<file path="src/core/spim_pkg.sv">
// Shared constants and carriers of the standalone process image mapper.
// Assumes one 50 MHz system clock; all rates below are derived from it.
package spim_pkg;

    // ==========================================================
    // Clock and reset timing
    localparam int CLK_HZ = 50_000_000;
    localparam int CLK_PERIOD_NS = 20;
    localparam int RESET_MIN_NS = 50;
    // Edges that are sure to see a pulse of the least width
    localparam int RESET_SEEN_CYC = (RESET_MIN_NS / CLK_PERIOD_NS < 1) ? 1 :
                                    RESET_MIN_NS / CLK_PERIOD_NS;

    // ==========================================================
    // Process image layout
    localparam int IMG_BYTES = 32;
    localparam int IMG_AW = 5;
    localparam int ANA_BYTES = 4;
    localparam int ADC_BITS = 12;
    localparam int DAC_BITS = 10;
    localparam logic [IMG_AW-1:0] OFS_AN_FIRST_HI = 5'h00;
    localparam logic [IMG_AW-1:0] OFS_AN_FIRST_LO = 5'h01;
    localparam logic [IMG_AW-1:0] OFS_AN_SECOND_HI = 5'h02;
    localparam logic [IMG_AW-1:0] OFS_AN_SECOND_LO = 5'h03;
    localparam logic [5:0] MAX_BYTES = 6'h20;
    localparam logic [5:0] MAX_DIG_IN_ANA = 6'h1c;

    // ==========================================================
    // Rates turned into cycle counts
    localparam int DIV_W = 11;
    localparam int ADC_RATE_SPS = 100_000;
    localparam int DAC_RATE_SPS = 100_000;
    localparam int BAUD_SLOW = 38_400;
    localparam int BAUD_FAST = 230_400;
    localparam int SHIFT_BPS = 5_000_000;
    // Two channels share the converter, so slots come twice as often
    localparam logic [DIV_W-1:0] ADC_SLOT_CYC = DIV_W'(CLK_HZ / (2 * ADC_RATE_SPS));
    localparam logic [DIV_W-1:0] DAC_CYC = DIV_W'(CLK_HZ / DAC_RATE_SPS);
    localparam logic [DIV_W-1:0] BAUD_SLOW_CYC = DIV_W'(CLK_HZ / BAUD_SLOW);
    localparam logic [DIV_W-1:0] BAUD_FAST_CYC = DIV_W'(CLK_HZ / BAUD_FAST);
    localparam logic [DIV_W-1:0] SHIFT_HALF_CYC = DIV_W'(CLK_HZ / (2 * SHIFT_BPS));

    // ==========================================================
    // Carriers
    typedef struct packed {
        logic analog_en;
        logic fast_baud;
        logic [5:0] in_bytes;
        logic [5:0] out_bytes;
    } spim_cfg_s;

    typedef struct packed {
        logic comm_ok;
        logic undervolt;
        logic short_circuit;
        logic overtemp;
    } spim_link_stat_s;

    typedef enum logic [2:0] {
        ST_BOOT = 3'b000,
        ST_IDLE = 3'b001,
        ST_LOAD_IN = 3'b010,
        ST_FETCH = 3'b011,
        ST_LOAD_TX = 3'b100,
        ST_SHIFT = 3'b101,
        ST_STORE = 3'b110,
        ST_LOAD_OUT = 3'b111
    } spim_state_e;

endpackage

</file>
<file path="src/core/spim_top.sv">
// Standalone process image mapper: shift-register expansion, analog unit,
// link-side image ports, reset filter and bus indicators.
// Assumes the link stack and converters are outside; all pins synchronous.
//
// What this block does
// - Two analog channels converted to 12 bits, each up to 100 kS/s.
// - One analog output driven from a 10-bit code at up to 100 kS/s.
// - Link runs at 38.4 kBaud or 230.4 kBaud.
// - A reset pin low for 50 ns or longer requests a reset.
// - Reset restores defaults, reboots and re-reads start-up configuration.
// - Reset pin has a pull-up; an open pin means normal running.
// - Shift cycle and exchange length follow configured byte counts, not fitted parts.
// - Analog enabled: input bytes 0-3 analog, 28 digital in, 32 out.
// - Analog disabled: 32 digital input bytes and 32 output bytes.
// - Analog layout: first channel bytes 0-1, second 2-3, inputs from byte 4.
// - Without analog, input byte 0 holds inputs 1-8, up to byte 31.
// - Output byte 0 drives outputs 1-8, up to byte 31.
// - Image bit order equals the order seen by the link master.
// - Two indicator outputs: bus healthy and bus fault.
// - Link detects undervoltage, short and overtemperature; overtemperature shuts it down.
// - Cycle: input latch pulse, joint shift, then output latch pulse.
// - Serial data both ways moves most significant bit first.
`timescale 1ns/1ps
`default_nettype none
module spim_top
    import spim_pkg::*;
(
    input wire logic clk_sys,
    input wire logic resetn,
    input wire logic reset_request_n,
    input wire spim_cfg_s cfg_straps,
    // Serial shift expansion
    output logic shift_clk,
    output logic input_latch_strobe,
    output logic output_latch_strobe,
    output logic shift_serial_out,
    input wire logic shift_serial_in,
    // Converters
    output logic adc_start,
    output logic adc_channel,
    input wire logic adc_done,
    input wire logic [ADC_BITS-1:0] adc_result,
    input wire logic [DAC_BITS-1:0] dac_code_req,
    output logic [DAC_BITS-1:0] analog_output_line,
    output logic dac_update,
    // Link stack side
    input wire logic [IMG_AW-1:0] pd_in_addr,
    output logic [7:0] pd_in_data,
    input wire logic pd_out_we,
    input wire logic [IMG_AW-1:0] pd_out_addr,
    input wire logic [7:0] pd_out_data,
    output logic [5:0] pd_in_len,
    output logic [5:0] pd_out_len,
    output logic link_baud_tick,
    output logic link_fast_baud,
    input wire logic link_tx_bit,
    input wire logic link_tx_en,
    output logic link_rx_bit,
    input wire spim_link_stat_s link_stat,
    output logic link_shutdown,
    // Field link data pin
    input wire logic field_link_data_line_i,
    output logic field_link_data_line_o,
    output logic field_link_data_line_oe,
    // Indicators
    output logic bus_ok_indicator,
    output logic bus_fault_indicator
);
    // ==========================================================
    // Reset request filter
    logic [2:0] low_count;
    logic ext_reset;
    // An open pin reads high thanks to the board pull-up
    wire pin_low = !reset_request_n;
    wire core_rst = !resetn || ext_reset;

    always_ff @(posedge clk_sys) begin
        if (!resetn || !pin_low) begin
            low_count <= '0;
        end else if (low_count != 3'(RESET_SEEN_CYC)) begin
            low_count <= low_count + 3'h1;
        end
    end

    always_ff @(posedge clk_sys) begin
        if (!resetn) begin
            ext_reset <= 1'b0;
        end else begin
            ext_reset <= pin_low && (low_count + 3'h1 >= 3'(RESET_SEEN_CYC));
        end
    end

    // ==========================================================
    // Start-up configuration and clamping
    spim_state_e state, next_state;
    spim_cfg_s cfg;
    wire [5:0] dig_in_cap = cfg.analog_en ? MAX_DIG_IN_ANA : MAX_BYTES;
    wire [5:0] dig_in_bytes = (cfg.in_bytes > dig_in_cap) ? dig_in_cap : cfg.in_bytes;
    wire [5:0] out_bytes = (cfg.out_bytes > MAX_BYTES) ? MAX_BYTES : cfg.out_bytes;
    wire [5:0] ana_bytes = cfg.analog_en ? 6'(ANA_BYTES) : 6'h00;
    wire [5:0] chain_bytes = (dig_in_bytes > out_bytes) ? dig_in_bytes : out_bytes;

    always_ff @(posedge clk_sys) begin
        if (core_rst) begin
            cfg <= '0;
        end else if (state == ST_BOOT) begin
            cfg <= cfg_straps; // Straps re-read on every boot
        end
    end

    // Exchange length set by configuration only
    assign pd_in_len = ana_bytes + dig_in_bytes;
    assign pd_out_len = out_bytes;

    // ==========================================================
    // Shift engine
    logic [5:0] byte_idx;
    logic [2:0] bit_idx;
    logic [7:0] tx_byte, rx_byte;
    logic [7:0] out_q, in_q;
    logic half_tick;

    spim_tick_div u_shift_div (
        .clk_sys(clk_sys),
        .rst(core_rst),
        .en(state != ST_BOOT),
        .period(SHIFT_HALF_CYC),
        .tick(half_tick)
    );

    // Offset 0 travels last so that it ends in the nearest register
    wire [5:0] slot_rev = chain_bytes - 6'h1 - byte_idx;
    wire [IMG_AW-1:0] slot_addr = slot_rev[IMG_AW-1:0];
    wire slot_has_out = slot_rev < out_bytes;
    wire slot_has_in = slot_rev < dig_in_bytes;
    wire last_byte = (byte_idx + 6'h1 >= chain_bytes);
    wire in_we = (state == ST_STORE) && slot_has_in;

    always_comb begin
        next_state = state;
        case (state)
            ST_BOOT: next_state = ST_IDLE;
            ST_IDLE: next_state = (half_tick && chain_bytes != 6'h00) ? ST_LOAD_IN : ST_IDLE;
            ST_LOAD_IN: next_state = (half_tick && input_latch_strobe) ? ST_FETCH : ST_LOAD_IN;
            ST_FETCH: next_state = ST_LOAD_TX;
            ST_LOAD_TX: next_state = ST_SHIFT;
            ST_SHIFT: next_state = (half_tick && shift_clk && bit_idx == 3'h7) ?
                                   ST_STORE : ST_SHIFT;
            ST_STORE: next_state = last_byte ? ST_LOAD_OUT : ST_FETCH;
            ST_LOAD_OUT: next_state = (half_tick && output_latch_strobe) ? ST_IDLE : ST_LOAD_OUT;
            default: next_state = ST_BOOT;
        endcase
    end

    always_ff @(posedge clk_sys) begin
        if (core_rst) begin
            state <= ST_BOOT;
        end else begin
            state <= next_state;
        end
    end

    // Input latch: low loads the parallel inputs, high holds them
    always_ff @(posedge clk_sys) begin
        if (core_rst) begin
            input_latch_strobe <= 1'b1;
            output_latch_strobe <= 1'b0;
        end else begin
            // Falls on entry, rises one tick later, so shifting never sees it low
            if (next_state == ST_LOAD_IN && half_tick) begin
                input_latch_strobe <= !input_latch_strobe;
            end
            if (state == ST_LOAD_OUT && half_tick) begin // Rising edge applies outputs
                output_latch_strobe <= !output_latch_strobe;
            end
        end
    end

    always_ff @(posedge clk_sys) begin
        if (core_rst || state == ST_IDLE) begin
            byte_idx <= '0;
        end else if (state == ST_STORE) begin
            byte_idx <= byte_idx + 6'h1;
        end
    end

    // One clock moves input and output together, MSB first
    always_ff @(posedge clk_sys) begin
        if (core_rst) begin
            shift_clk <= 1'b0;
            bit_idx <= '0;
            tx_byte <= '0;
            rx_byte <= '0;
        end else if (state == ST_LOAD_TX) begin
            tx_byte <= slot_has_out ? out_q : 8'h00;
            bit_idx <= '0;
        end else if (state == ST_SHIFT && half_tick) begin
            shift_clk <= !shift_clk;
            if (!shift_clk) begin
                rx_byte <= {rx_byte[6:0], shift_serial_in};
            end else begin
                tx_byte <= {tx_byte[6:0], 1'b0};
                bit_idx <= bit_idx + 3'h1;
            end
        end
    end

    assign shift_serial_out = tx_byte[7];

    // ==========================================================
    // Process images
    // Unfitted registers leave whatever the open line gives
    spim_image_ram u_in_img (
        .clk_sys(clk_sys),
        .we(in_we),
        .waddr(slot_addr),
        .wdata(rx_byte),
        .raddr(pd_in_addr - IMG_AW'(ana_bytes)),
        .rdata(in_q)
    );

    // Output byte n bit k drives output 8n+k+1 unchanged
    spim_image_ram u_out_img (
        .clk_sys(clk_sys),
        .we(pd_out_we),
        .waddr(pd_out_addr),
        .wdata(pd_out_data),
        .raddr(slot_addr),
        .rdata(out_q)
    );

    // ==========================================================
    // Analog unit
    logic [ADC_BITS-1:0] an_first, an_second;
    logic adc_slot, dac_tick;
    logic [7:0] ana_q;
    logic use_ana;

    spim_tick_div u_adc_div (
        .clk_sys(clk_sys),
        .rst(core_rst),
        .en(cfg.analog_en),
        .period(ADC_SLOT_CYC),
        .tick(adc_slot)
    );

    spim_tick_div u_dac_div (
        .clk_sys(clk_sys),
        .rst(core_rst),
        .en(cfg.analog_en),
        .period(DAC_CYC),
        .tick(dac_tick)
    );

    // Alternating slots give each channel 100 kS/s
    always_ff @(posedge clk_sys) begin
        if (core_rst) begin
            adc_start <= 1'b0;
            adc_channel <= 1'b0;
            an_first <= '0;
            an_second <= '0;
        end else begin
            adc_start <= adc_slot;
            if (adc_slot) begin
                adc_channel <= !adc_channel;
            end
            if (adc_done && adc_channel) begin
                an_first <= adc_result;
            end else if (adc_done) begin
                an_second <= adc_result;
            end
        end
    end

    always_ff @(posedge clk_sys) begin
        if (core_rst) begin
            analog_output_line <= '0;
            dac_update <= 1'b0;
        end else begin
            dac_update <= dac_tick;
            if (dac_tick) begin
                analog_output_line <= dac_code_req;
            end
        end
    end

    // Right-aligned results, high byte top bits zero
    wire ana_hit = cfg.analog_en && (pd_in_addr < IMG_AW'(ANA_BYTES));
    wire [7:0] ana_sel = (pd_in_addr == OFS_AN_FIRST_HI) ? 8'(an_first >> 8) :
                         (pd_in_addr == OFS_AN_FIRST_LO) ? an_first[7:0] :
                         (pd_in_addr == OFS_AN_SECOND_HI) ? 8'(an_second >> 8) :
                         an_second[7:0];

    always_ff @(posedge clk_sys) begin
        if (core_rst) begin
            ana_q <= '0;
            use_ana <= 1'b0;
        end else begin
            ana_q <= ana_sel;
            use_ana <= ana_hit;
        end
    end

    // Digital bytes follow the analog ones, or start at 0
    assign pd_in_data = use_ana ? ana_q : in_q;

    // ==========================================================
    // Link pin, rate and protection
    wire link_fault = link_stat.undervolt || link_stat.short_circuit ||
                      link_stat.overtemp || link_shutdown;

    spim_tick_div u_baud_div (
        .clk_sys(clk_sys),
        .rst(core_rst),
        .en(state != ST_BOOT),
        .period(cfg.fast_baud ? BAUD_FAST_CYC : BAUD_SLOW_CYC),
        .tick(link_baud_tick)
    );

    // Thermal shutdown holds until the next reset
    always_ff @(posedge clk_sys) begin
        if (core_rst) begin
            link_shutdown <= 1'b0;
            bus_ok_indicator <= 1'b0;
            bus_fault_indicator <= 1'b0;
        end else begin
            if (link_stat.overtemp) begin
                link_shutdown <= 1'b1;
            end
            bus_ok_indicator <= link_stat.comm_ok && !link_fault;
            bus_fault_indicator <= link_fault;
        end
    end

    assign link_fast_baud = cfg.fast_baud;
    assign field_link_data_line_o = link_tx_bit;
    assign field_link_data_line_oe = link_tx_en && !link_shutdown;
    assign link_rx_bit = field_link_data_line_i;
endmodule
`default_nettype wire

</file>
<file path="src/core/spim_tick_div.sv">
// Programmable divider giving a one-cycle enable pulse every period cycles.
// Assumes period is at least 1 and held stable while enabled.
`timescale 1ns/1ps
`default_nettype none
module spim_tick_div
    import spim_pkg::*;
#(
    parameter int W = DIV_W
) (
    input wire logic clk_sys,
    input wire logic rst,
    input wire logic en,
    input wire logic [W-1:0] period,
    output logic tick
);
    logic [W-1:0] count;
    wire last = (count >= period - W'(1));

    always_ff @(posedge clk_sys) begin
        if (rst || !en || last) begin
            count <= '0;
        end else begin
            count <= count + W'(1);
        end
    end

    assign tick = en && last;
endmodule
`default_nettype wire

</file>
<file path="src/core/spim_image_ram.sv">
// Small process image store: one write port, one read port, registered read.
// Assumes both ports on the system clock; a read of the address being
// written returns the old byte.
`timescale 1ns/1ps
`default_nettype none
module spim_image_ram
    import spim_pkg::*;
#(
    parameter int DEPTH = IMG_BYTES,
    parameter int AW = IMG_AW
) (
    input wire logic clk_sys,
    input wire logic we,
    input wire logic [AW-1:0] waddr,
    input wire logic [7:0] wdata,
    input wire logic [AW-1:0] raddr,
    output logic [7:0] rdata
);
    // No reset on the array: the owner sends unused output slots as zero
    logic [7:0] mem [DEPTH];

    always_ff @(posedge clk_sys) begin
        if (we) begin
            mem[waddr] <= wdata;
        end
        rdata <= mem[raddr];
    end
endmodule
`default_nettype wire

</file>
<file path="config.mk">
export PLATFORM = sky130hd
export DESIGN_NAME = spim_top
export DESIGN_NICKNAME = d
export VERILOG_FILES = /design/src/core/spim_pkg.sv /design/src/core/spim_top.sv /design/src/core/spim_tick_div.sv /design/src/core/spim_image_ram.sv
export SDC_FILE = /design/constraint.sdc
export NUM_CORES = 1
export LEC_CHECK = 0
export ABC_AREA = 1
export BUFFER_PORTS_ARGS = -buffer_cell sky130_fd_sc_hd__buf_2
export CELL_PAD_IN_SITES_DETAIL_PLACEMENT = 0
export CELL_PAD_IN_SITES_GLOBAL_PLACEMENT = 1
export CORE_ASPECT_RATIO = 2
export CORE_MARGIN = 4
export CORE_UTILIZATION = 40
export CTS_BUF_LIST = sky130_fd_sc_hd__clkbuf_4 sky130_fd_sc_hd__clkbuf_8
export CTS_CLUSTER_DIAMETER = 40
export DETAILED_ROUTE_END_ITERATION = 6
export HOLD_SLACK_MARGIN = 0.05
export PLACE_DENSITY_LB_ADDON = 0.12
export SLEW_MARGIN = 20
export SYNTH_ARGS = -nofsm -noshare
export SYNTH_HDL_FRONTEND = slang
export SYNTH_HIERARCHICAL = 1
export SYNTH_SLANG_ARGS = --single-unit
</file>
<file path="constraint.sdc">
create_clock -name clk_sys -period 5.45 [get_ports clk_sys]
set_input_delay 1.09 -clock clk_sys [delete_from_list [all_inputs] [get_ports clk_sys]]
set_output_delay 1.09 -clock clk_sys [all_outputs]
set_load 0.01 [all_outputs]
</file>
# Word level (Yosys, flattened, before mapping)
# Memory sizes are Yosys's and may differ from the RTL's. A register that Yosys moved wholly into a read port is not among the register bits.
# Index checks and enable logic that the tools add are counted.
# word_totals
elab_cells	148
register_bits	142
ram_bits	512
out_inout_bits	45
mem_count	2
# classes
n_reduce_logical	53
add_sub_neg	12
magnitude_cmp	12
mux	24
bitwise	3
eq_ne	12
# mem_list
name	depth	width	read_ports	rd_clocked_by_memory_dff	wr	line	text
u_in_img.mem	32	8	1	1	1	spim_image_ram.sv:20	logic [7:0] mem [DEPTH];
u_out_img.mem	32	8	1	1	1	spim_image_ram.sv:20	
# op_table
operator	n
two-way mux 8 bit	7
adder 11 x 1 -> 11 bit (second input constant)	4
two-way mux 6 bit	4
case mux 3 bit (8 select lines)	1
logical AND 1 bit	18
== test 3 bit (second input constant)	5
greater-than comparator 6 bit	2
logical OR 1 bit	12
< comparator 6 bit	2
greater-or-equal comparator 11 bit	1
greater-or-equal comparator 11 x 3 -> 1 bit (second input constant)	1
greater-or-equal comparator 11 x 8 -> 1 bit (second input constant)	1
greater-or-equal comparator 11 x 9 -> 1 bit (second input constant)	1
two-way mux 11 bit	1
subtractor 11 x 1 -> 11 bit (second input constant)	1
zero test 1 bit	10
== test 3 x 2 -> 1 bit (second input constant)	3
two-way mux 3 bit	3
AND reduction 2 bit	4
adder 3 x 1 -> 3 bit (second input constant)	2
adder 3 x 6 -> 6 bit	1
adder 6 x 1 -> 6 bit (second input constant)	1
greater-or-equal comparator 6 bit	1
greater-than comparator 6 bit (second input constant)	1
other kinds (20)	29

# Depth between registers and ports, before layout
# Gate-level depths: netlist of run 1.
# depth
depth_word	11
depth_mapped	37

# Modules after synthesis
# The synthesis of run 1 kept the hierarchy.
# by_module_without_submodules
module	cells_each	seq_area_each_um2	area_per_inst_um2	n_inst
spim_image_ram	922	7847.5	10786.6	2
spim_top	687	1961.9	5092.4	1
spim_tick_div (u_adc_div ...)	139	220.2	997.2	3
spim_tick_div (u_shift_div)	145	220.2	1032.2	1

# Worst setup path after synthesis of run 1
# Ideal clock, no wire load.
# synth_path
path_type	reg-to-reg
startpoint	reg cfg[13] (netlist name)
endpoint	mem u_in_img.mem[31][0], enable pin
path_stages_with_launch	33
arrival_time_ns	4.804
period_less_slack_ns	5.174
required_time_ns	5.080
setup_ns	0.370
setup_slack_ns	0.276
path_cell_list	dfxtp_1 > inv_1 > ha_1 > nor2_2 > nand4_1 > nand2_2 > nand2_1 > nand2_1 > inv_1 > ha_1 > nand2_1 > nor2_4 > nand2_2 > clkinv_1 > nor2_2 > nor2_4 > nand3_1 > nand2_1 > ha_1 > a21oi_1 > nand2_1 > nand2_1 > nand2_1 > a21oi_1 > xor2_1 > xor2_1 > inv_1 > ha_1 > a21oi_1 > o221ai_1 > nor2_1 > nand3_1 > nor2_1
# synth_via
elab_chain_len	11
# synth_lines
item	line	text
from (decl)	spim_top.sv:96	spim_cfg_s cfg;
from (signal assigned)	spim_top.sv:107	cfg <= cfg_straps;
two-way mux 6 bit (*)	spim_top.sv:97	wire [5:0] dig_in_cap = cfg.analog_en ? MAX_DIG_IN_ANA : MAX_BYTES;
greater-than comparator 6 bit	spim_top.sv:98	wire [5:0] dig_in_bytes = (cfg.in_bytes > dig_in_cap) ? dig_in_cap : cfg.in_bytes;
two-way mux 6 bit (*)	spim_top.sv:98	
greater-than comparator 6 bit	spim_top.sv:101	wire [5:0] chain_bytes = (dig_in_bytes > out_bytes) ? dig_in_bytes : out_bytes;
two-way mux 6 bit	spim_top.sv:101	
subtractor 6 x 1 -> 6 bit	spim_top.sv:132	wire [5:0] slot_rev = chain_bytes - 6'h1 - byte_idx;
subtractor 6 bit	spim_top.sv:132	
< comparator 6 bit (*)	spim_top.sv:135	wire slot_has_in = slot_rev < dig_in_bytes;
logical AND 1 bit (*)	spim_top.sv:137	wire in_we = (state == ST_STORE) && slot_has_in;
net in_we	spim_top.sv:137	
two-way mux 1 bit (*)	spim_image_ram.sv:23	if (we) begin
two-way mux 1 bit (not written as such) (*)	spim_image_ram.sv:24	mem[waddr] <= wdata;
to (decl)	spim_image_ram.sv:20	
# Mark *: on every way through the listed nets, which the timed path passes. The rest lies on a longest branch.

# Worst setup path in the final report of run 1
# layout_path
startpoint	reg cfg[13] (netlist name)
endpoint	mem u_in_img.mem[15][7], enable pin
# Same word-level chain as after synthesis.

==> summary.txt, run 1 <==
STA
  • Setup Viol. Count Final: 0
  • Fmax: 0.196 GHz
  • Final period util: 93.6%
  • Worst-Margin Slew: just over 1 ns
  • Fin. Hold Viols: 0
  • Max_slew headroom: 32.4%
  • Final WS setup: 0.351 ns
  • Final critical-path required period: roughly 5.1 ns
  • Final Max Slew Viols: 0
  • Worst Skew: 0.0327 ns

Setup path
  • CP Max Fanout: 8
  • Crit end category: flop
  • Crit path DAT: between 5 and 6 ns
  • Crit-path max cell delay: 0.33 ns
  • Worst path most repeated cell: nand2_1
  • CP max-delay cell: dfxtp_2
  • WS Path Type: flop to flop
  • Worst EP required: ~6 ns
  • Critical Path Start Type: flop

Placed design
  • Post-DP HPWL: 59800 um
  • PortBufs: about 110
  • Inst Count DP: 4246
  • Pre-CTS setup slack: -0.129 ns
  • RD Place Congestion: 0.868

Logic synthesis
  • Area share of the largest cell type after synthesis: 50.1%
  • Mapped Area: 30700 um^2
  • Register area share after synthesis: 60.4%
  • Synth unique cells: 46
  • Synth cell count leaders: 948 x nand2_1, 512 x edfxtp_1, 450 x nand3_1, 233 x nor2_1, 171 x inv_1
  • Cell taking the most area after synthesis: edfxtp_1
  • Post-synth ARST share: 0%
  • Synth Instances: 3093
  • Most numerous cell in the Yosys netlist: nand2_1
  • Synth area leaders: edfxtp_1 50%, nand2_1 12%, dfxtp_1 10%
  • YS warnings: 6
  • Flip-flop and latch count after synthesis: 670
  • Number of flops mapped to enable cells by yosys: between 500 and 600
  • Top FF cell, synth: edfxtp_1
  • Syn Area/Cell: slightly below 10 um^2

Route
  • DR WL/cell: 19.6 um
  • ANT nets after route: 0
  • DR DRC count: 0
  • Starting DRC count in detailed routing: 1174
  • Total wire length: 86800 um
  • DR vias/cell: 4.93
  • Iteration count of the initial detailed-routing pass: 5
  • Vias: about 22k

Clock network
  • Deepest level of the CTS H-tree: 3
  • CTS Root Cell: clkbuf_8
  • CTS tree: done
  • CTS Sinks: 670
  • CTS Hold Buffers Added: 0
  • Worst skew pair latency: 0.75 ns
  • CTS Buffer Depth: 3
  • CTS Buf Count: 96
  • Clock transition at path regs: 0.06 ns

Power and ir drop
  • Leakage: 0.0140 uW
  • Max IR drop VDD: ~0.0005 V
  • Pwr Density: 446 nW/um^2

Finish
  • Area of the multi-input gates: 11000 um^2
  • Final nets: ~3.5k
  • Share of post-route cells with drive strength above 1: 14.5%
  • Final Instance Count excl. Fillers: 4429
  • Filler cells: 7409
  • FF/Latch Area: between 15000 and 20000 um^2
  • Layout area overhead: 13.1%

Hold path
  • Hold crit path type: flop to flop

Floorplanning
  • Die extent in x: ~200 um
  • Core footprint: about 76000 um^2
  • I/O pin count: 112
  • Die area: 81500 um^2
  • Cell Rows: 143
  • Starting density of the core: 40.4%
  • Die height: 400 um

Global routing
  • GR Util All Layers: 21.2%
  • GRT Residual Overflow: 0
  • Initial antenna violation count: 1
  • Pin count of the biggest net entering global routing: 98
  • Wire length of the first global-routing pass: 131000 um
  • Number of global-route vias before repair: 22.5k

Run status
  • Status: finished, final reports clean

Flow run
  • Max Cap Viol: 0
==> cell families (layout without fill, tap and decap cells) <==
family / after synthesis / after routing / share of synthesized area (%)
buf+inv: 314 / 539 / 5.39
other cells: 2 / 98 / 0.0245
mux: 8 / 8 / 0.294
simple gates: 1755 / 1755 / 24.6
fa+ha+maj: 95 / 95 / 3.90
flops: 670 / 670 / 60.4
xor+xnor: 80 / 80 / 2.38
compound gates: 169 / 169 / 3.03
==> layout make-up <==
type / instances / area share, %
sequential: 670 / 53.4
multi-input combinational: 2204 / 31.7
clock buffer: 123 / 4.48
tap: 1015 / 3.66
timing repair buffer: 175 / 3.23
inverter: 184 / 2.00
clock inverter: 57 / 1.50
antenna: 1 / 0.00721
==> through the flow <==
stage | util, % | area (um^2) | setup TNS (ns) | total power [uW] | hold slack [ns]
detailed placement | 42.7 | 32500 | -3.64 | 11200 | 0.451
global placement | 42.7 | 32500 | -0.712 | 11200 | 0.442
floorplan | - | 31000 | 0 | 9420 | 0.425
global route | 45.6 | 34700 | -0.713 | 16400 | 0.483
finish | 45.6 | 34700 | 0 | 15500 | 0.457
CTS | 45.5 | 34600 | 0 | 15500 | 0.444
==> state kept, by name (all words and copies together) (netlist names), 6 cells and up <==
signal / count
u_in_img/rdata: 8
rx_byte: 8
cfg: 13
u_out_img/mem: 256
analog_output_line: 10
u_shift_div/count: 11
an_first: 12
byte_idx: 6
ana_q: 8
u_out_img/rdata: 8
an_second: 12
u_dac_div/count: 11
u_adc_div/count: 11
tx_byte: 8
u_in_img/mem: 256
u_baud_div/count: 11
==> critical path: cells and delay by family, from the launching register on <==
kind,cells,cell delay [ns]
buffers and inverters,8,0.76
flip-flops,1,0.33
adder cells (fa/ha/maj),4,1.10
AO/OA/AOI/OAI,3,0.40
AND/OR/NAND/NOR,19,1.84
XOR/XNOR,2,0.37
==> final timing paths <==
path,start,to,slack [ns],cells past startpoint
hold / removal,analog_output_line[7],analog_output_line[7],0.46,2
setup reg to reg,cfg[13],u_in_img/mem[15][7],0.35,36
setup / recovery,cfg[13],u_in_img/mem[15][7],0.35,36
hold reg to reg,analog_output_line[7],analog_output_line[7],0.46,2
==> per-layer routing <==
metal  track usage [%]  wire length [um]  part of all wire, %  vias to the layer above
li1                  -                 -                    -                    10777
met1              21.6             31100                   36                    10467
met2              41.7             48600                   56                      428
met3              3.12              3030                  3.5                      170
met4              10.2              4100                  4.7                        0
met5                 0                 0                    0                        -
==> what timing repair did <==
action / in CTS / in global routing
resized for setup: 5 / 25
buffers inserted: 0 / 2
endpoints found under the setup margin: 240 / 256
gates cloned: 0 / 0
pin swaps: 1 / 8
==> cells in the final DEF (no fill, tap or decap), types with 7 or more instances in the layout <==
| cell | Yosys | layout |
|---|---|---|
| a31oi_1 | 7 | 7 |
| nor3_2 | 9 | 9 |
| dfxtp_1 | 158 | 149 |
| clkbuf_8 | 0 | 101 |
| clkinv_1 | 3 | 28 |
| buf_4 | 12 | 59 |
| nand3_1 | 450 | 446 |
| inv_1 | 171 | 167 |
| nor2_1 | 233 | 226 |
| clkbuf_4 | 0 | 22 |
| nand2_2 | 17 | 19 |
| nor2_2 | 62 | 68 |
| nand4_1 | 8 | 8 |
| ha_1 | 94 | 90 |
| dfxtp_2 | 0 | 9 |
| inv_2 | 10 | 10 |
| xor2_1 | 39 | 38 |
| edfxtp_1 | 512 | 512 |
| mux2_2 | 8 | 8 |
| clkinv_2 | 0 | 12 |
| nand2_1 | 948 | 946 |
| xnor2_1 | 37 | 37 |
| o21ai_0 | 71 | 71 |
| a21oi_1 | 65 | 62 |
| nor3_1 | 10 | 10 |
| buf_2 | 32 | 106 |
| conb_1 | 2 | 97 |
| bufinv_16 | 0 | 7 |
| nand3_2 | 10 | 14 |
==> power by group <==
group	switching, uW	total, uW	internal [uW]
Sequential	37.3	5600	5560
Combinational	3990	5600	1610
Clock	2010	4260	2250
(Power assumes the default switching activity.)
==> run 2: changes to the inputs <==
--- a/config.mk
+++ b/config.mk
@@ -11,10 +11,11 @@
 export CELL_PAD_IN_SITES_GLOBAL_PLACEMENT = 1
 export CORE_ASPECT_RATIO = 2
 export CORE_MARGIN = 4
-export CORE_UTILIZATION = 40
+export CORE_UTILIZATION = 46
 export CTS_BUF_LIST = sky130_fd_sc_hd__clkbuf_4 sky130_fd_sc_hd__clkbuf_8
 export CTS_CLUSTER_DIAMETER = 40
 export DETAILED_ROUTE_END_ITERATION = 6
+export GPL_TIMING_DRIVEN = 0
 export HOLD_SLACK_MARGIN = 0.05
 export PLACE_DENSITY_LB_ADDON = 0.12
 export SLEW_MARGIN = 20
==> run 2 against run 1 <==
  * Die area down 13%
  * Clock power decreased by 3%
  * Wire length increased by 7.0%
  * Clock-buffer cell count increased by 1
  * Global-route usage up 4.7 points
  * Non-clock buffer count up 116
  * Cell count down 0.70%
  * Maximum frequency is 6.3% lower
  * Critical path depth is 4 lower
  * Via count increased by 4.2%
  * Clock skew down 0.012 ns
  * Power rose by 4.7%
  * Largest cell class unchanged
==> summary.txt, run 2 (synthesis results as in run 1) <==
Setup path
  • Reg2reg start: cfg[13] (unchanged)
  • Worst path most repeated cell: nor2_4 (was nand2_1)
  • CP startpoint: cfg[13] (unchanged)
  • Crit path DAT: 5.88 ns (was 5.55 ns)
  • Critical Path Start Type: flop (unchanged)
  • CP Max Fanout: 8 (unchanged)
  • WS Path Type: flop to flop (unchanged)
  • Critical path's top delay family: simple AND/OR/NAND/NOR gates (unchanged)
  • WP buf/inv: 7 (was 8)
  • CP max-delay cell: fa_2 (was dfxtp_2)
  • Worst EP required: 5.89 ns (was 5.91 ns)
  • Crit end category: flop (unchanged)
  • Crit-path max cell delay: 0.40 ns (was 0.33 ns)

Global routing
  • Wire length of the first global-routing pass: 137000 um (was 131000 um)
  • GR Util All Layers: 25.9% (was 21.2%)
  • Number of global-route vias before repair: 23.4k (was 22.5k)
  • Pin count of the biggest net entering global routing: 35 (was 98)
  • Initial antenna violation count: 2 (was 1)
  • GRT Residual Overflow: 0 (unchanged)

Clock network
  • Worst skew pair latency: 0.74 ns (was 0.75 ns)
  • CTS tree: done (unchanged)
  • CTS Root Cell: clkbuf_8 (unchanged)
  • CTS Buf Count: 95 (was 96)
  • CTS Hold Buffers Added: 0 (unchanged)
  • CTS Sinks: 670 (unchanged)
  • Clock transition at path regs: 0.07 ns (was 0.06 ns)
  • Deepest level of the CTS H-tree: 3 (unchanged)
  • CTS Buffer Depth: 3 (unchanged)

Power and ir drop
  • Tot Pwr: 16200 uW (was 15500 uW)
  • Pwr Density: 450 nW/um^2 (was 446 nW/um^2)
  • Max IR drop VDD: 0.000291 V (was 0.000499 V)
  • Leakage: 0.0146 uW (was 0.0140 uW)

Finish
  • Filler cells: 5946 (was 7409)
  • Layout area overhead: 17.2% (was 13.1%)
  • Top Registers: u_in_img/mem: 256 flops, u_out_img/mem: 256 flops, cfg: 13 flops (unchanged)
  • Design Area, Final: 36000 um^2 (was 34700 um^2)
  • Final Core Density: 54.6% (was 45.6%)
  • Share of post-route cells with drive strength above 1: 18.0% (was 14.5%)
  • Commonest non-fill, non-tap cells in the layout: 935 x nand2_1, 512 x edfxtp_1, 443 x nand3_1, 200 x nor2_1, 164 x inv_1 (was 946 x nand2_1, 512 x edfxtp_1, 446 x nand3_1, 226 x nor2_1, 167 x inv_1)
  • Final nets: 3608 (was 3493)
  • Area of the multi-input gates: 11400 um^2 (was 11000 um^2)
  • Commonest non-fill, non-tap cell in the layout: nand2_1 (unchanged)
  • FF/Latch Area: 18600 um^2 (was 18500 um^2)

STA
  • WHS: 0.455 ns (was 0.457 ns)
  • Fmax: 0.184 GHz (was 0.196 GHz)
  • Max_slew headroom: 37.5% (was 32.4%)
  • Worst-Margin Slew: 0.934 ns (was 1.01 ns)
  • Final Max Slew Viols: 0 (unchanged)
  • Worst Skew: 0.0207 ns (was 0.0327 ns)
  • Fin. Hold Viols: 0 (unchanged)
  • Setup Viol. Count Final: 0 (unchanged)
  • RSZ-0062 raised after global routing: true
  • Final period util: 99.8% (was 93.6%)
  • Final critical-path required period: 5.44 ns (was 5.10 ns)

Floorplanning
  • Core footprint: 65900 um^2 (was 76000 um^2)
  • Die extent in x: 191 um (was 204 um)
  • I/O pin count: 112 (unchanged)
  • Starting density of the core: 46.6% (was 40.4%)
  • Die area: 71200 um^2 (was 81500 um^2)
  • Cell Rows: 133 (was 143)
  • Die height: 373 um (was 400 um)

Placed design
  • RD Place Congestion: 0.947 (was 0.868)
  • Post-DP HPWL: 69100 um (was 59800 um)
  • Post-DP Area: 32800 um^2 (was 32500 um^2)
  • PortBufs: 109 (was 107)

Route
  • Vias: 22.8k (was 21.8k)
  • Total wire length: 92900 um (was 86800 um)
  • DR vias/cell: 5.17 (was 4.93)
  • DR WL/cell: 21.1 um (was 19.6 um)
  • ANT nets after route: 0 (unchanged)
  • DR DRC count: 0 (unchanged)
  • Iteration count of the initial detailed-routing pass: 7 (was 5)
  • Starting DRC count in detailed routing: 1315 (was 1174)

Hold path
  • Hold crit path type: flop to flop (unchanged)
  • HP Start: an_second[2] (was analog_output_line[7])

Flow run
  • Max Cap Viol: 0 (unchanged)

Run status
  • Status: finished, final reports clean (unchanged)
==> run 2: cell type report <==
type | count | area share, %
antenna | 1 | 0.00695
buffer | 130 | 2.69
clock buffer | 124 | 4.33
clock inverter | 47 | 1.19
inverter | 184 | 1.94
multi-input combinational | 2204 | 31.6
sequential | 670 | 51.6
tap | 877 | 3.05
timing repair buffer | 161 | 3.65
==> run 2: repair_timing <==
item / 4_1_cts / 5_1_grt
setup buffers: 39 / 10
pin swaps: 41 / 41
gates resized for setup: 96 / 41
setup endpoints to repair: 272 / 272
==> run 2: worst paths after layout <==
path | end | slack [ns] | depth (start not counted)
max | u_in_img/mem[10][0] | 0.01 | 32
min | an_second[2] | 0.46 | 2
max reg2reg | u_in_img/mem[10][0] | 0.01 | 32
min reg2reg | an_second[2] | 0.46 | 2
==> run 2: stage by stage <==
stage / setup slack (ns) / cells / TNS, ns
after global routing: -0.280 / 4398 / -58.50
after detailed placement: -2.05 / 4177 / -489.83
after floorplan: 0.276 / 3188 / 0
after CTS: 0.00510 / 4387 / 0
after global placement: -1.89 / 4174 / -451.23
final: 0.0111 / 4398 / 0
==> run 2: worst register-to-register path, delay by kind of cell, from the launching register on <==
kind	cells	cell delay, ns
adder cells (fa/ha/maj)	5	1.48
AO/OA/AOI/OAI	3	0.43
AND/OR/NAND/NOR	16	1.87
flip-flops	1	0.37
XOR/XNOR	1	0.24
buffers and inverters	7	0.75
==> run 2: routing by layer <==
metal  vias to the layer above  GRT usage [%]  routed length [um]
li1                      11016              -                   -
met5                         -              0                   0
met2                       670           50.4               51800
met1                     10802           23.3               29100
met4                         0           19.7                8450
met3                       266           3.62                3570
==> run 2: power by group <==
part | switching [uW] | total [uW] | internal [uW]
clock network | 1910 | 4130 | 2210
registers | 41.5 | 5600 | 5560
logic | 4530 | 6450 | 1920
==> run 3: changes to the inputs <==
==> constraint.sdc (replaced) <==
create_clock -name clk_sys -period 4.8 [get_ports clk_sys]
set_input_delay 0.96 -clock clk_sys [delete_from_list [all_inputs] [get_ports clk_sys]]
set_output_delay 0.96 -clock clk_sys [all_outputs]
set_load 0.01 [all_outputs]
==> run 3 against run 2 <==
  * Wire length grew 0.58%
  * Largest power group unchanged
  * Cell count grew 0.25%
  * Non-clock buffer count grew 14
  * Power grew 15%
  * Critical path depth shrank 2
  * Design area grew 0.72%
  * Sequential power grew 14%
  * Clock power grew 9.9%
  * Largest cell class unchanged
  * The run now ends with design-rule violations, negative setup slack left
  * Clock-buffer cell count shrank 12
  * Flip-flop and latch count is the same
  * First-iteration DRC count grew 3.2%
==> summary.txt, run 3 (synthesis results as in run 1) <==
Setup path
  • Crit path DAT: 5.59 ns (was 5.88 ns)
  • CP max-delay cell: ha_1 (was fa_2)
  • Critical path's top delay family: simple AND/OR/NAND/NOR gates (unchanged)
  • Crit-path max cell delay: 0.42 ns (was 0.40 ns)
  • Worst path most repeated cell: nand2_1 (was nor2_4)
  • CP Max Fanout: 8 (unchanged)
  • Critical Path Start Type: flop (unchanged)
  • WP buf/inv: 6 (was 7)
  • Worst EP required: 5.24 ns (was 5.89 ns)
  • WS Path Type: flop to flop (unchanged)
  • Register-to-Register Setup Slack: -0.35 ns (was 0.01 ns)
  • Crit end category: flop (unchanged)

Finish
  • Final nets: 3620 (was 3608)
  • Commonest non-fill, non-tap cells in the layout: 937 x nand2_1, 512 x edfxtp_1, 438 x nand3_1, 200 x nor2_1, 163 x inv_1 (was 935 x nand2_1, 512 x edfxtp_1, 443 x nand3_1, 200 x nor2_1, 164 x inv_1)
  • Layout area overhead: 18.1% (was 17.2%)
  • Top Registers: u_in_img/mem: 256 flops, u_out_img/mem: 256 flops, cfg: 13 flops (unchanged)
  • Filler cells: 5957 (was 5946)
  • Share of post-route cells with drive strength above 1: 18.4% (was 18.0%)
  • Commonest non-fill, non-tap cell in the layout: nand2_1 (unchanged)

Global routing
  • Initial antenna violation count: 5 (was 2)
  • GRT Residual Overflow: 0 (unchanged)
  • GR Util All Layers: 26.0% (was 25.9%)
  • Wire length of the first global-routing pass: 137000 um (about the same)
  • Pin count of the biggest net entering global routing: 35 (unchanged)
  • Number of global-route vias before repair: 23.2k (was 23.4k)

Floorplanning
  • Die extent in x: 191 um (unchanged)
  • Starting density of the core: 46.6% (unchanged)
  • Core footprint: 65900 um^2 (unchanged)
  • Cell Rows: 133 (unchanged)
  • Die area: 71200 um^2 (unchanged)
  • Die height: 373 um (unchanged)
  • I/O pin count: 112 (unchanged)

Placed design
  • Pre-CTS setup slack: -1.88 ns (was -2.05 ns)
  • Post-DP HPWL: 69500 um (was 69100 um)
  • PortBufs: 109 (unchanged)
  • RD Place Congestion: 0.945 (was 0.947)

Clock network
  • CTS Hold Buffers Added: 0 (unchanged)
  • CTS tree: done (unchanged)
  • CTS Sinks: 670 (unchanged)
  • CTS Buf Count: 93 (was 95)
  • CTS Buffer Depth: 3 (unchanged)
  • CTS Root Cell: clkbuf_8 (unchanged)
  • Worst skew pair latency: 0.75 ns (was 0.74 ns)
  • Clock transition at path regs: 0.06 ns (was 0.07 ns)
  • Deepest level of the CTS H-tree: 3 (unchanged)

Route
  • DR vias/cell: 5.20 (was 5.17)
  • DR WL/cell: 21.2 um (was 21.1 um)
  • Total wire length: 93500 um (was 92900 um)
  • Vias: 22.9k (was 22.8k)
  • Starting DRC count in detailed routing: 1357 (was 1315)
  • Iteration count of the initial detailed-routing pass: 7 (unchanged)
  • DR DRC count: 7 (was 0)
  • ANT nets after route: 0 (unchanged)

STA
  • Fin. Hold Viols: 0 (unchanged)
  • RSZ-0062 raised after global routing: true (unchanged)
  • Setup Viol. Count Final: 256 (was 0)
  • Worst Skew: 0.0351 ns (was 0.0207 ns)
  • Final Max Slew Viols: 0 (unchanged)
  • Final WS setup: -0.350 ns (was 0.0111 ns)
  • Setup TNS: -79.90 ns (was 0 ns)
  • Worst-Margin Slew: 1.22 ns (was 0.934 ns)
  • Max_slew headroom: 17.8% (was 37.5%)
  • Fmax: 0.194 GHz (was 0.184 GHz)
  • Final period util: 107% (was 99.8%)
  • Final critical-path required period: 5.15 ns (was 5.44 ns)

Power and ir drop
  • Max IR drop VDD: 0.000328 V (was 0.000291 V)
  • Leakage: 0.0146 uW (about the same)
  • Pwr Density: 512 nW/um^2 (was 450 nW/um^2)

Run status
  • Failing checks: design-rule violations, negative setup slack
  • Status: finished, violations left (was finished, final reports clean)

Hold path
  • Hold crit path type: flop to flop (unchanged)

Flow run
  • Max Cap Viol: 0 (unchanged)
run 3: per-stage QoR:
stage / hold slack (ns) / cells / utilization, % / power (uW) / cell area [um^2]
after floorplan: 0.425 / 3188 / - / 10800 / 31200
after global placement: 0.443 / 4174 / 49.8 / 13100 / 32800
after detailed placement: 0.447 / 4179 / 50.0 / 13200 / 32900
after CTS: 0.363 / 4395 / 54.7 / 18200 / 36000
after global routing: 0.409 / 4409 / 55.0 / 19500 / 36200
final: 0.452 / 4409 / 55.0 / 18600 / 36200
run 3: tightest hold or removal path, stage by stage, from the launching register on:
cell     delay, ns
dfxtp_1       0.30
inv_1         0.06
a21oi_1       0.05
run 3: repair_timing:
| item | CTS | global route |
|---|---|---|
| gates cloned | 0 | 0 |
| buffers inserted | 49 | 13 |
| gates resized for setup | 104 | 41 |
| setup endpoints to repair | 272 | 272 |
| pin swaps | 65 | 58 |
run 3: power by group:
group	switching, uW	internal, uW	leakage [uW]
clock	2170	2370	0.000980
sequential	52.3	6310	0.00658
combinational	5260	2410	0.00709
total	7480	11100	0.0146
run 3: worst paths after layout:
| kind | start | cells past startpoint | end |
|---|---|---|---|
| hold reg to reg | an_second[11] | 2 | an_second[11] |
| setup reg to reg | cfg[13] | 30 | u_in_img/mem[25][1] |
| setup / recovery | cfg[13] | 30 | u_in_img/mem[25][1] |
| hold / removal | an_second[11] | 2 | an_second[11] |
run 3: area by class of cell:
cell class / instances / area [um^2] / area share, %
Sequential cell: 670 / 18600 / 51.2
Antenna cell: 2 / 5.00 / 0.0138
Inverter: 184 / 707 / 1.95
Multi-Input combinational cell: 2204 / 11500 / 31.7
Clock inverter: 55 / 445 / 1.23
Tap cell: 877 / 1100 / 3.03
Clock buffer: 112 / 1440 / 3.98
Timing Repair Buffer: 175 / 1520 / 4.20
Buffer: 130 / 991 / 2.73
run 3: per-layer routing:
metal / vias to the layer above / part of all wire, % / global-route usage [%]
met2: 721 / 56 / 51.0
met5: - / 0.050 / 0
met1: 10881 / 31 / 23.5
met4: 6 / 8.1 / 17.5
met3: 285 / 4.5 / 4.66
li1: 11044 / - / -
